--- config.mk ---
export PLATFORM = sky130hd
export DESIGN_NAME = tsc_device_flat
export DESIGN_NICKNAME = d
export VERILOG_FILES = /design/src/rtl/tsc_pkg.sv /design/src/rtl/tsc_link_if.sv /design/src/rtl/tsc_device.sv /design/src/rtl/tsc_sync.sv /design/src/flat_wrapper.sv
export SDC_FILE = /design/constraint.sdc
export NUM_CORES = 1
export LEC_CHECK = 0
export BUFFER_PORTS_ARGS = -buffer_cell sky130_fd_sc_hd__buf_4
export CELL_PAD_IN_SITES_DETAIL_PLACEMENT = 0
export CELL_PAD_IN_SITES_GLOBAL_PLACEMENT = 2
export CORE_UTILIZATION = 32
export DETAILED_ROUTE_END_ITERATION = 7
export PLACE_DENSITY_LB_ADDON = 0.1
export SETUP_SLACK_MARGIN = 0.3
export SYNTH_ARGS = -nofsm -noshare
export SYNTH_HDL_FRONTEND = slang
export SYNTH_HIERARCHICAL = 1
export SYNTH_SLANG_ARGS = --single-unit
--- constraint.sdc ---
create_clock -name REF_CLK -period 2.7 [get_ports REF_CLK]
set_input_delay 0.27 -clock REF_CLK [delete_from_list [all_inputs] [get_ports REF_CLK]]
set_output_delay 0.27 -clock REF_CLK [all_outputs]
set_load 0.02 [all_outputs]
--- src/rtl/tsc_pkg.sv ---
// Shared constants for the touch converter serial link
package tsc_pkg;
  localparam int CTRL_BITS = 8;
  localparam int RESULT_BITS = 12;
  localparam int READ_BITS = 16;
  localparam int PAD_BITS = 4;
  localparam int CNT_W = 5;
  localparam int DIV_W = 8;
  localparam logic [DIV_W-1:0] HALF_PERIOD_DEF = 8'h04;
  localparam logic [1:0] PWR_AUTO_OFF = 2'h0;
  localparam logic [1:0] PWR_REF_OFF = 2'h1;
  localparam logic [1:0] PWR_ADC_OFF = 2'h2;
  localparam logic [1:0] PWR_FULL = 2'h3;
  localparam int PWR_HI_POS = 1;
  localparam int PWR_LO_POS = 0;
  localparam logic [RESULT_BITS-1:0] RESULT_RESET = 12'h000;
  localparam logic [3:0] REG_CMD = 4'h0;
  localparam logic [3:0] REG_STATUS = 4'h1;
  localparam logic [3:0] REG_RESULT = 4'h2;
  localparam logic [3:0] REG_CTRL = 4'h3;
  localparam int CTRL_GO_POS = 0;
  localparam int CTRL_CS_OFF_POS = 1;
  localparam int STAT_BUSY_POS = 0;
  localparam int STAT_DONE_POS = 1;
endpackage : tsc_pkg

--- src/rtl/tsc_link_if.sv ---
// Serial link between the touch converter and its host
`timescale 1ns/1ns
`default_nettype none
interface tsc_link_if;
  logic chip_select_n;
  logic host_serial_clock;
  logic serial_in;
  logic serial_out;
  logic serial_out_oe;
  logic busy;
  logic busy_oe;
  modport device (input chip_select_n, input host_serial_clock, input serial_in,
    output serial_out, output serial_out_oe, output busy, output busy_oe);
  modport host (output chip_select_n, output host_serial_clock, output serial_in,
    input serial_out, input serial_out_oe, input busy, input busy_oe);
endinterface : tsc_link_if
`default_nettype wire

--- src/rtl/tsc_device.sv ---
// Touch converter device end: control byte capture, power modes, result shift-out
//
// How it works
// - Mode 00: off after conversion or CS rise
// - Mode 00: next control byte powers up
// - Mode 00: first conversion after power-up valid
// - Mode 10: off after conversion or CS rise
// - Mode 10: next byte restores power, valid
// - Mode 01: reference off, converter on
// - CS rise powers down, aborts conversion
// - CS rise leaves reference state alone
// - Host clears upper bit to drop reference
// - Host may stretch acquisition via clock
// - Host may repeat differential conversions
// - Host uses polarity 0 phase 0
// - Output changes falling, sampled just before next fall
// - Twelve bits as two bytes, zero padded
// - Output tri-stated while CS high
// - Host starts with CS low, start bit
// - Busy falling marks result bits ready
// - Host captures 16 bits after busy
// - Host raises CS after reading
// - Mode 11: both stay powered after conversion
// - First high on input is start bit
// - Busy from eighth rise to ninth fall, then twelve result bits
// - Reset into power-down, select bits zero
`timescale 1ns/1ns
`default_nettype none
module tsc_device #(
  parameter logic [tsc_pkg::RESULT_BITS-1:0] SAMPLE_BASE = 12'ha55
) (
  input wire logic REF_CLK,
  input wire logic RST,
  tsc_link_if.device LINK,
  input wire logic [tsc_pkg::RESULT_BITS-1:0] SAMPLE,
  output logic [1:0] POWER_SELECT,
  output logic CONVERTER_ON,
  output logic REFERENCE_ON,
  output logic RESULT_VALID,
  output logic [tsc_pkg::RESULT_BITS-1:0] LAST_RESULT
);
  typedef enum logic [1:0] {
    ST_IDLE = 2'b00,
    ST_CMD = 2'b01,
    ST_BUSY = 2'b11,
    ST_CONV = 2'b10
  } dev_state_t;

  logic [2:0] sync_q;
  logic cs_n;
  logic sclk;
  logic sin;
  logic sclk_prev;
  logic cs_prev;
  logic rise;
  logic fall;
  logic cs_rise;
  dev_state_t state;
  logic [tsc_pkg::CNT_W-1:0] bit_cnt;
  logic [tsc_pkg::CTRL_BITS-1:0] ctrl_shift;
  logic [tsc_pkg::RESULT_BITS-1:0] result_shift;
  logic [tsc_pkg::RESULT_BITS-1:0] sample_hold;
  logic valid_first;
  logic conv_done;
  logic cmd_done;
  logic [1:0] next_sel;

  tsc_sync #(.WIDTH(3)) u_sync (
    .clk(REF_CLK),
    .rst(RST),
    .d({LINK.chip_select_n, LINK.host_serial_clock, LINK.serial_in}),
    .q(sync_q)
  );

  assign cs_n = sync_q[2];
  assign sclk = sync_q[1];
  assign sin = sync_q[0];
  assign rise = sclk & ~sclk_prev;
  assign fall = ~sclk & sclk_prev;
  assign cs_rise = cs_n & ~cs_prev;
  assign cmd_done = (state == ST_CMD) && rise && (bit_cnt == 5'(tsc_pkg::CTRL_BITS - 1));
  assign conv_done = (state == ST_CONV) && fall && (bit_cnt == 5'(tsc_pkg::READ_BITS - 1));
  assign next_sel = {ctrl_shift[tsc_pkg::PWR_HI_POS - 1], sin};

  always_ff @(posedge REF_CLK)
  begin
    if (RST)
    begin
      sclk_prev <= 1'b0;
      cs_prev <= 1'b1;
    end
    else
    begin
      sclk_prev <= sclk;
      cs_prev <= cs_n;
    end
  end

  // Framing state machine
  always_ff @(posedge REF_CLK)
  begin
    if (RST)
    begin
      state <= ST_IDLE;
      bit_cnt <= '0;
      ctrl_shift <= '0;
    end
    else if (cs_n)
    begin
      state <= ST_IDLE;
      bit_cnt <= '0;
    end
    else
    begin
      case (state)
        ST_IDLE:
        begin
          if (rise && sin)
          begin
            state <= ST_CMD;
            bit_cnt <= 5'h1;
            ctrl_shift <= 8'h01;
          end
        end
        ST_CMD:
        begin
          if (rise)
          begin
            ctrl_shift <= {ctrl_shift[tsc_pkg::CTRL_BITS-2:0], sin};
            if (cmd_done)
            begin
              state <= ST_BUSY;
              bit_cnt <= '0;
            end
            else
            begin
              bit_cnt <= bit_cnt + 5'h1;
            end
          end
        end
        ST_BUSY:
        begin
          if (fall && bit_cnt == 5'h1)
          begin
            state <= ST_CONV;
            bit_cnt <= '0;
          end
          else if (fall)
          begin
            bit_cnt <= bit_cnt + 5'h1;
          end
        end
        ST_CONV:
        begin
          if (fall)
          begin
            if (conv_done)
            begin
              state <= ST_IDLE;
              bit_cnt <= '0;
            end
            else
            begin
              bit_cnt <= bit_cnt + 5'h1;
            end
          end
        end
        default:
        begin
          state <= ST_IDLE;
        end
      endcase
    end
  end

  // Power-select latch; kept over CS rise
  always_ff @(posedge REF_CLK)
  begin
    if (RST)
    begin
      POWER_SELECT <= tsc_pkg::PWR_AUTO_OFF;
    end
    else if (cmd_done)
    begin
      POWER_SELECT <= next_sel;
    end
  end

  // Converter power
  always_ff @(posedge REF_CLK)
  begin
    if (RST)
    begin
      CONVERTER_ON <= 1'b0;
    end
    else if (cs_rise)
    begin
      CONVERTER_ON <= 1'b0;
    end
    else if (cmd_done)
    begin
      CONVERTER_ON <= 1'b1;
    end
    else if (conv_done)
    begin
      CONVERTER_ON <= POWER_SELECT[tsc_pkg::PWR_LO_POS];
    end
  end

  // Reference follows upper select bit only
  always_ff @(posedge REF_CLK)
  begin
    if (RST)
    begin
      REFERENCE_ON <= 1'b0;
    end
    else if (cmd_done)
    begin
      REFERENCE_ON <= next_sel[tsc_pkg::PWR_HI_POS];
    end
  end

  // Result shifter: output on falling edges
  always_ff @(posedge REF_CLK)
  begin
    if (RST)
    begin
      result_shift <= tsc_pkg::RESULT_RESET;
      sample_hold <= tsc_pkg::RESULT_RESET;
      LINK.serial_out <= 1'b0;
      LINK.busy <= 1'b0;
      RESULT_VALID <= 1'b0;
      LAST_RESULT <= tsc_pkg::RESULT_RESET;
      valid_first <= 1'b0;
    end
    else
    begin
      if (cmd_done)
      begin
        sample_hold <= SAMPLE ^ SAMPLE_BASE;
        LINK.busy <= 1'b1;
        valid_first <= 1'b1;
      end
      else if (state == ST_BUSY && fall && bit_cnt == 5'h1)
      begin
        LINK.busy <= 1'b0;
        result_shift <= sample_hold;
      end
      if (state == ST_CONV && fall)
      begin
        if (bit_cnt < 5'(tsc_pkg::RESULT_BITS))
        begin
          LINK.serial_out <= result_shift[tsc_pkg::RESULT_BITS-1];
          result_shift <= {result_shift[tsc_pkg::RESULT_BITS-2:0], 1'b0};
        end
        else
        begin
          LINK.serial_out <= 1'b0;
        end
      end
      RESULT_VALID <= conv_done & valid_first;
      if (conv_done)
      begin
        LAST_RESULT <= sample_hold;
      end
      if (cs_n)
      begin
        LINK.busy <= 1'b0;
        LINK.serial_out <= 1'b0;
      end
    end
  end

  // Drivers off while deselected
  always_ff @(posedge REF_CLK)
  begin
    if (RST)
    begin
      LINK.serial_out_oe <= 1'b0;
      LINK.busy_oe <= 1'b0;
    end
    else
    begin
      LINK.serial_out_oe <= ~cs_n;
      LINK.busy_oe <= ~cs_n;
    end
  end
endmodule : tsc_device
`default_nettype wire

--- src/rtl/tsc_sync.sv ---
// Two-stage synchroniser for link inputs
`timescale 1ns/1ns
`default_nettype none
module tsc_sync #(
  parameter int WIDTH = 1
) (
  input wire logic clk,
  input wire logic rst,
  input wire logic [WIDTH-1:0] d,
  output logic [WIDTH-1:0] q
);
  logic [WIDTH-1:0] stage1;

  always_ff @(posedge clk)
  begin
    if (rst)
    begin
      stage1 <= '0;
      q <= '0;
    end
    else
    begin
      stage1 <= d;
      q <= stage1;
    end
  end
endmodule : tsc_sync
`default_nettype wire

--- src/flat_wrapper.sv ---
// flat-port wrapper written by rule: the top's interface ports become plain ports
module tsc_device_flat 
#(
  parameter logic [tsc_pkg::RESULT_BITS-1:0] SAMPLE_BASE = 12'ha55
)
  (REF_CLK, RST, SAMPLE, POWER_SELECT, CONVERTER_ON, REFERENCE_ON, RESULT_VALID, LAST_RESULT, LINK_chip_select_n, LINK_host_serial_clock, LINK_serial_in, LINK_serial_out, LINK_serial_out_oe, LINK_busy, LINK_busy_oe);
  tsc_link_if LINK_i ();
  input wire logic REF_CLK;
  input wire logic RST;
  input wire logic [tsc_pkg::RESULT_BITS-1:0] SAMPLE;
  output logic [1:0] POWER_SELECT;
  output logic CONVERTER_ON;
  output logic REFERENCE_ON;
  output logic RESULT_VALID;
  output logic [tsc_pkg::RESULT_BITS-1:0] LAST_RESULT;
  input wire logic [$bits(LINK_i.chip_select_n)-1:0] LINK_chip_select_n;
  input wire logic [$bits(LINK_i.host_serial_clock)-1:0] LINK_host_serial_clock;
  input wire logic [$bits(LINK_i.serial_in)-1:0] LINK_serial_in;
  output wire logic [$bits(LINK_i.serial_out)-1:0] LINK_serial_out;
  output wire logic [$bits(LINK_i.serial_out_oe)-1:0] LINK_serial_out_oe;
  output wire logic [$bits(LINK_i.busy)-1:0] LINK_busy;
  output wire logic [$bits(LINK_i.busy_oe)-1:0] LINK_busy_oe;
  assign LINK_i.chip_select_n = LINK_chip_select_n;
  assign LINK_i.host_serial_clock = LINK_host_serial_clock;
  assign LINK_i.serial_in = LINK_serial_in;
  assign LINK_serial_out = LINK_i.serial_out;
  assign LINK_serial_out_oe = LINK_i.serial_out_oe;
  assign LINK_busy = LINK_i.busy;
  assign LINK_busy_oe = LINK_i.busy_oe;
  tsc_device #(.SAMPLE_BASE(SAMPLE_BASE)) u_core (.REF_CLK(REF_CLK), .RST(RST), .LINK(LINK_i), .SAMPLE(SAMPLE), .POWER_SELECT(POWER_SELECT), .CONVERTER_ON(CONVERTER_ON), .REFERENCE_ON(REFERENCE_ON), .RESULT_VALID(RESULT_VALID), .LAST_RESULT(LAST_RESULT));
endmodule
==> metrics.yaml, run 1 <==
pwr:
  share_seq_of_total_power_pct: 48.5
  switching_share_pct: 20.9
  p_leak_uw: 0.00124
  powerDensity_mw_per_mm2: 614
  clock_power_share_pct: 48.5
  combinationalPowerShare_pct: 3.0
  power_switching_uw: 386
  internal-power_uw: 1460
  peakVddDrop_mv: 0.215
clock_network:
  numClockSinks: 60
  cts_buffer_depth: 2
  cts_setup_buffers: 0
  root_buffer: "clkbuf_8"
  clk_pin_slew_ps: 70
  clk_latency_ps: 340
  ctsResizeCount: 0
  cts_buffers: 9
  holdBufCountCts: 0
  cts-htree-levels: 3
  cts_tree: "done"
synth:
  synth_ff_type: "dfxtp_1"
  ys_top_cells_by_count: "60 x dfxtp_1, 33 x nor2_1, 31 x nand2_1"
  synth_edf_count: 0
  ys_ff_latch: 60
  synth_top_area_share_pct: 49.3
  synth.avg_cell_area_sq_um: 9.62
  postSynthCellCount: 253
  yosys_warnings: 6
  synth_area_leader_cell: "dfxtp_1"
  synth_seq_area_share_pct: 49.3
  synth_cell_types: 42
  synth.most_common_cell: "dfxtp_1"
  synthTopCellsByArea: "dfxtp_1 49%, mux2i_1 8.2%, nor2_1 5.1%"
  ys_async_sr_fraction_pct: 0
  syn_area_sq_mm: 0.00243
  syn-num-nets: 273
layout:
  nets: 311
  num_antenna_cells: 0
  drive_above_1_share_pct: 25.0
  multi_input_area_sq_mm: 0.00111
  fin_util_pct: 41.3
  final_area_sq_mm: 0.00301
  areaGrowthSynthToFinish_pct: 23.6
  regArea_sq_mm: 0.00120
  fillers: 790
timing:
  finalHoldViolations: 0
  rsz0062_at_grt: "no"
  setup_viol: 0
  worst_pin_slew_ps: 693
  post-route-period-util_pct: 84.6
  skew_ps: 9.85
  period_minus_slack_ps: 2280
  maxSlewViolCount: 0
  worst_slack_ps: 417
  maxSlewHeadroom_pct: 53.7
  fmax_mhz: 438
  final.setup.tns_ps: 0
worst_hold_path:
  min_path_cells: 2
  hp-class: "in -> reg"
global_routing:
  overflow: 0
  grt_first_pass_wirelength_um: 9240
  grt_antenna_before_repair: 0
  grt_start_max_net_pins: 50
  grtUsageTotal_pct: 16.2
  grt_pass1_vias: 1787
die:
  core_sq_mm: 0.00729
  row_count: 31
  die_h_um: 89.2
  die-area_sq_mm: 0.00796
  pin_count: 38
  die_width_um: 89.2
  start_util_pct: 33.4
worst_setup_path:
  cp_max_fo: 10
  arrival_ps: 2510
  crit_path_end_kind: "register"
  cpPeakStageDelay_ps: 610
  rr_worst_depth: 7
  path_cells: "ha_1 > and3_1 > ha_1 > nor4bb_1 > a211oi_2 > nor3_2 > a31o_2"
  crit_top_cell: "ha_1"
  startpoint_type: "register"
  critPathKind: "reg -> reg"
  cp.required_ps: 2920
  worst_path_max_delay_cell: "a211oi_2"
place:
  io_buffers: 37
  placed_area_sq_mm: 0.00279
  dp_hpwl_um: 3820
  preCtsSetupSlack_ps: 481
  place_congestion: 0.800
drt:
  via_count: 1880
  route.detailed.drc: 0
  drt_pre_antenna_iters: 4
  detail_route.vias_per_cell: 4.76
  post_drt_wl_per_cell_um: 14.4
  routed_wl_um: 5700
  drtIter0Drc: 72
  ant_nets: 0
status:
  status: "complete, no violations"
run:
  maxCapViolCount: 0
[power by group through the flow]
stage          clock, uW  combinational (uW)  sequential [uW]
2_1_floorplan          0                26.6              916
5_1_grt              974                60.6              896
4_1_cts              933                56.5              895
6_report             897                54.9              896
3_5_place_dp           0                56.5              916
3_3_place_gp           0                57.1              916
[area by class of cell]
class | instances | area share (%)
clock buffer | 12 | 4.82
clock inverter | 4 | 2.41
inverter | 8 | 0.998
multi-input combinational | 169 | 37.0
sequential | 60 | 39.9
tap | 99 | 4.11
timing repair buffer | 43 | 10.7
[critical path, delay by kind of cell (launching register included)]
family                   cells  cell delay [ps]
AO/OA/AOI/OAI                2              890
flip-flops                   1              350
adder cells (fa/ha/maj)      2              470
AND/OR/NAND/NOR              3              460
[final timing paths]
check / start / endpoint / slack, ps
worst max-delay path: u_core/bit_cnt[0]$_SDFFE_PP0P_ / u_core/state[1]$_SDFFE_PP0P_ / 420
worst min-delay path: SAMPLE[0] / u_core/sample_hold[0]$_SDFFE_PP0P_ / 100
worst max register to register: u_core/bit_cnt[0]$_SDFFE_PP0P_ / u_core/state[1]$_SDFFE_PP0P_ / 420
worst min register to register: u_core/u_sync/stage1[2]$_SDFF_PP0_ / u_core/u_sync/q[2]$_SDFF_PP0_ / 440
[placed cells by master (no fill, tap or decap), types with 2 or more instances in the layout]
cell type  Yosys  final
a211oi_1      11     11
a211oi_2       7      7
a21oi_1       17     17
a31oi_1        2      2
buf_4          3     43
bufinv_16      0      2
clkbuf_1       9      2
clkbuf_8       0     10
dfxtp_1       60     60
ha_1           3      3
inv_1          8      8
mux2i_1       20     20
nand2_1       31     31
nor2_1        33     33
nor2b_1        7      7
nor3b_1        3      3
nor4bb_1       2      2
o211ai_1       4      4
o21a_1         2      2
o21ai_0        4      4
or3b_4         2      2
[state kept, by name, summed over array words and instances (netlist names)]
signal                  count
u_core/result_shift        12
u_core/CONVERTER_ON         1
u_core/sample_hold         12
u_core/LAST_RESULT         12
u_core/state                2
u_core/LINK.busy_oe         1
u_core/sclk_prev            1
u_core/POWER_SELECT         2
u_core/u_sync/stage1        3
u_core/ctrl_shift           1
u_core/cs_prev              1
u_core/valid_first          1
u_core/u_sync/q             3
u_core/bit_cnt              5
u_core/LINK.busy            1
u_core/LINK.serial_out      1
u_core/RESULT_VALID         1
[cell families (layout without fill, tap and decap cells)]
logic type	after synthesis	count (layout)	synth area share (%)
AO/OA/AOI/OAI	56	56	17.6
multiplexers	21	21	8.68
flip-flops	60	60	49.3
adder cells (fa/ha/maj)	3	3	1.54
buffers and inverters	24	67	4.88
AND/OR/NAND/NOR	89	89	18.0
[metal layers]
layer	wire, um	vias up	track usage [%]
met2	2350	36	22.8
met3	215	5	6.09
li1	-	960	-
met5	0	-	0
met4	63	0	5.63
met1	3070	879	22.6
[stage by stage]
stage,cells,hold WS [ps],power [uW]
after floorplan,253,342,943
after global placement,379,419,973
after detailed placement,379,423,972
after CTS,395,83.6,1880
after global routing,395,77.2,1930
final,395,101,1850
(Power assumes the default switching activity.)
==> run 2: changes to the inputs <==
==> constraint.sdc (replaced) <==
create_clock -name REF_CLK -period 2.17 [get_ports REF_CLK]
set_input_delay 0.217 -clock REF_CLK [delete_from_list [all_inputs] [get_ports REF_CLK]]
set_output_delay 0.217 -clock REF_CLK [all_outputs]
set_load 0.02 [all_outputs]
==> run 2 against run 1 <==
Sequential cell count is the same. First-iteration DRC count grew 50%. Cell area grew 4.1%. Routed wire length grew 0.14%. Critical path depth grew 1. Combinational power grew 27%. Die area is the same. Clock power grew 14%. Critical endpoint is now u_core/state[0]$_SDFFE_PP0P_. Largest cell class unchanged. Largest power group is now registers.
==> metrics.yaml, run 2 (synthesis gave the netlist of run 1 again) <==
status:
  status: "complete, no violations"  # unchanged
pwr:
  p_leak_uw: 0.00126  # was 0.00124 uW
  peakVddDrop_mv: 0.325  # was 0.215 mV
  powerDensity_mw_per_mm2: 703  # was 614 mW/mm^2
  internal-power_uw: 1700  # was 1460 uW
  share_seq_of_total_power_pct: 50.5  # was 48.5%
  clock_power_share_pct: 46.3  # was 48.5%
  combinationalPowerShare_pct: 3.2  # was 3.0%
  switching_share_pct: 22.8  # was 20.9%
  power_switching_uw: 503  # was 386 uW
die:
  row_count: 31  # unchanged
  start_util_pct: 33.4  # unchanged
  die_h_um: 89.2  # unchanged
  core_sq_mm: 0.00729  # unchanged
  die_width_um: 89.2  # unchanged
  die-area_sq_mm: 0.00796  # unchanged
  pin_count: 38  # unchanged
clock_network:
  clk_pin_slew_ps: 70  # about the same
  numClockSinks: 60  # unchanged
  cts_buffers: 9  # unchanged
  clk_latency_ps: 340  # about the same
  root_buffer: "clkbuf_8"  # unchanged
  holdBufCountCts: 0  # unchanged
  cts_tree: "done"  # unchanged
  cts_buffer_depth: 2  # unchanged
  cts-htree-levels: 3  # unchanged
worst_setup_path:
  critPathKind: "reg -> reg"  # unchanged
  arrival_ps: 2020  # was 2510 ps
  rrSetupSlack_ps: 380  # was 420 ps
  startpoint_type: "register"  # unchanged
  worst_r2r_endpoint: "u_core/state[0]$_SDFFE_PP0P_"  # was u_core/state[1]$_SDFFE_PP0P_
  crit_path_end_kind: "register"  # unchanged
  cp_max_fo: 10  # unchanged
  rr_worst_depth: 8  # was 7
  r2r_start: "u_core/bit_cnt[0]$_SDFFE_PP0P_"  # unchanged
  cp.required_ps: 2400  # was 2920 ps
timing:
  worst_pin_slew_ps: 518  # was 693 ps
  hold_slack_ps: 43.1  # was 101 ps
  period_minus_slack_ps: 1790  # was 2280 ps
  setup_viol: 0  # unchanged
  fmax_mhz: 559  # was 438 MHz
  maxSlewHeadroom_pct: 64.6  # was 53.7%
  final.setup.tns_ps: 0  # unchanged
  maxSlewViolCount: 0  # unchanged
  skew_ps: 7.58  # was 9.85 ps
  finalHoldViolations: 0  # unchanged
  rsz0062_at_grt: "yes"  # was no
  post-route-period-util_pct: 82.4  # was 84.6%
worst_hold_path:
  hp-class: "in -> reg"  # unchanged
  min_to: "u_core/sample_hold[0]$_SDFFE_PP0P_"  # unchanged
  min_path_cells: 2  # unchanged
  min_from: "SAMPLE[0]"  # unchanged
layout:
  regArea_sq_mm: 0.00121  # was 0.00120 sq mm
  mostFrequentLayoutCell: "dfxtp_1"  # unchanged
  multi_input_area_sq_mm: 0.00116  # was 0.00111 sq mm
  areaGrowthSynthToFinish_pct: 28.7  # was 23.6%
  fillers: 768  # was 790
  final_cell_mix: "56 x dfxtp_1, 44 x buf_4, 33 x nor2_1"  # was 60 x dfxtp_1, 43 x buf_4, 33 x nor2_1
  nets: 316  # was 311
  num_antenna_cells: 0  # unchanged
  final_cells: 400  # was 395
  drive_above_1_share_pct: 29.9  # was 25.0%
  fin_util_pct: 43.0  # was 41.3%
  top_regs: "u_core/LAST_RESULT: 12 flops, u_core/result_shift: 12 flops, u_core/sample_hold: 12 flops"  # unchanged
global_routing:
  grt_pass1_vias: 1736  # was 1787
  grt_antenna_before_repair: 0  # unchanged
  grt_first_pass_wirelength_um: 9120  # was 9240 um
  busiest_layer: "met1"  # was met2
  grt_start_max_net_pins: 50  # unchanged
  grtUsageMet1_pct: 22.1  # was 22.6%
  grt_use_met3_pct: 6.37  # was 6.09%
  overflow: 0  # unchanged
  grtUsageTotal_pct: 15.8  # was 16.2%
  use_met2_pct: 21.6  # was 22.8%
drt:
  ant_nets: 0  # unchanged
  drt_pre_antenna_iters: 4  # unchanged
  via_count: 1911  # was 1880
  routed_wl_um: 5710  # was 5700 um
  route.detailed.drc: 0  # unchanged
  drtIter0Drc: 108  # was 72
  post_drt_wl_per_cell_um: 14.3  # was 14.4 um
  detail_route.vias_per_cell: 4.78  # was 4.76
place:
  dp_hpwl_um: 3780  # was 3820 um
  io_buffers: 37  # unchanged
  place_congestion: 0.808  # was 0.800
  placed_cells: 381  # was 379
run:
  maxCapViolCount: 0  # unchanged
-- run 2: critical path: stages (launching register included) --
cell	delay [ps]
dfxtp_4	360
ha_4	160
and3_1	180
ha_2	180
nor4bb_4	150
a211oi_2	180
buf_6	170
nor3_4	50
o221a_2	240
-- run 2: what timing repair did --
item,in CTS,in global routing
cloned,0,1
endpoints found under the setup margin,19,28
hold endpoints to repair,0,0
pin swaps,0,2
buffers inserted,0,2
gates resized for setup,5,10
-- run 2: metrics by stage --
step	setup WS [ps]	total power, uW	area [sq um]
2_1_floorplan	321	1170	2440
3_5_place_dp	233	1210	2820
5_1_grt	294	2310	3130
4_1_cts	309	2250	3050
3_3_place_gp	284	1210	2820
6_report	382	2200	3130
-- run 2: power groups by stage --
stage               sequential (uW)  clock (uW)  combinational, uW
CTS                            1110        1060               71.5
detailed placement             1140           0               70.9
floorplan                      1140           0               33.1
global route                   1110        1120               76.5
global placement               1140           0               71.3
finish                         1110        1020               69.9
-- run 2: worst max path at each step --
stage          slack, ps                           start                                 to  cells after the start
3_5_place_dp         230  u_core/bit_cnt[0]$_SDFFE_PP0P_       u_core/state[1]$_SDFFE_PP0P_                      8
3_3_place_gp         280  u_core/bit_cnt[0]$_SDFFE_PP0P_       u_core/state[1]$_SDFFE_PP0P_                      8
2_1_floorplan        320  u_core/bit_cnt[0]$_SDFFE_PP0P_       u_core/state[0]$_SDFFE_PP0P_                      7
5_1_grt              290  u_core/bit_cnt[0]$_SDFFE_PP0P_     u_core/bit_cnt[3]$_SDFFE_PP0P_                      8
6_report             380  u_core/bit_cnt[0]$_SDFFE_PP0P_       u_core/state[0]$_SDFFE_PP0P_                      8
4_1_cts              310   u_core/u_sync/q[1]$_SDFF_PP0_  u_core/result_shift[8]$_SDFF_PP0_                      4
-- run 2: layout make-up --
cell class | count | area share, %
Clock buffer | 10 | 4.39
Clock inverter | 6 | 2.04
Inverter | 8 | 0.958
Multi-Input combinational cell | 169 | 37.0
Sequential cell | 60 | 38.7
Tap cell | 99 | 3.95
Timing Repair Buffer | 48 | 13.0
-- run 2: per-layer routing --
layer	vias to the layer above	wire (um)
met5	-	0
met4	0	39
met3	4	227
met2	39	2360
met1	890	3070
li1	978	-
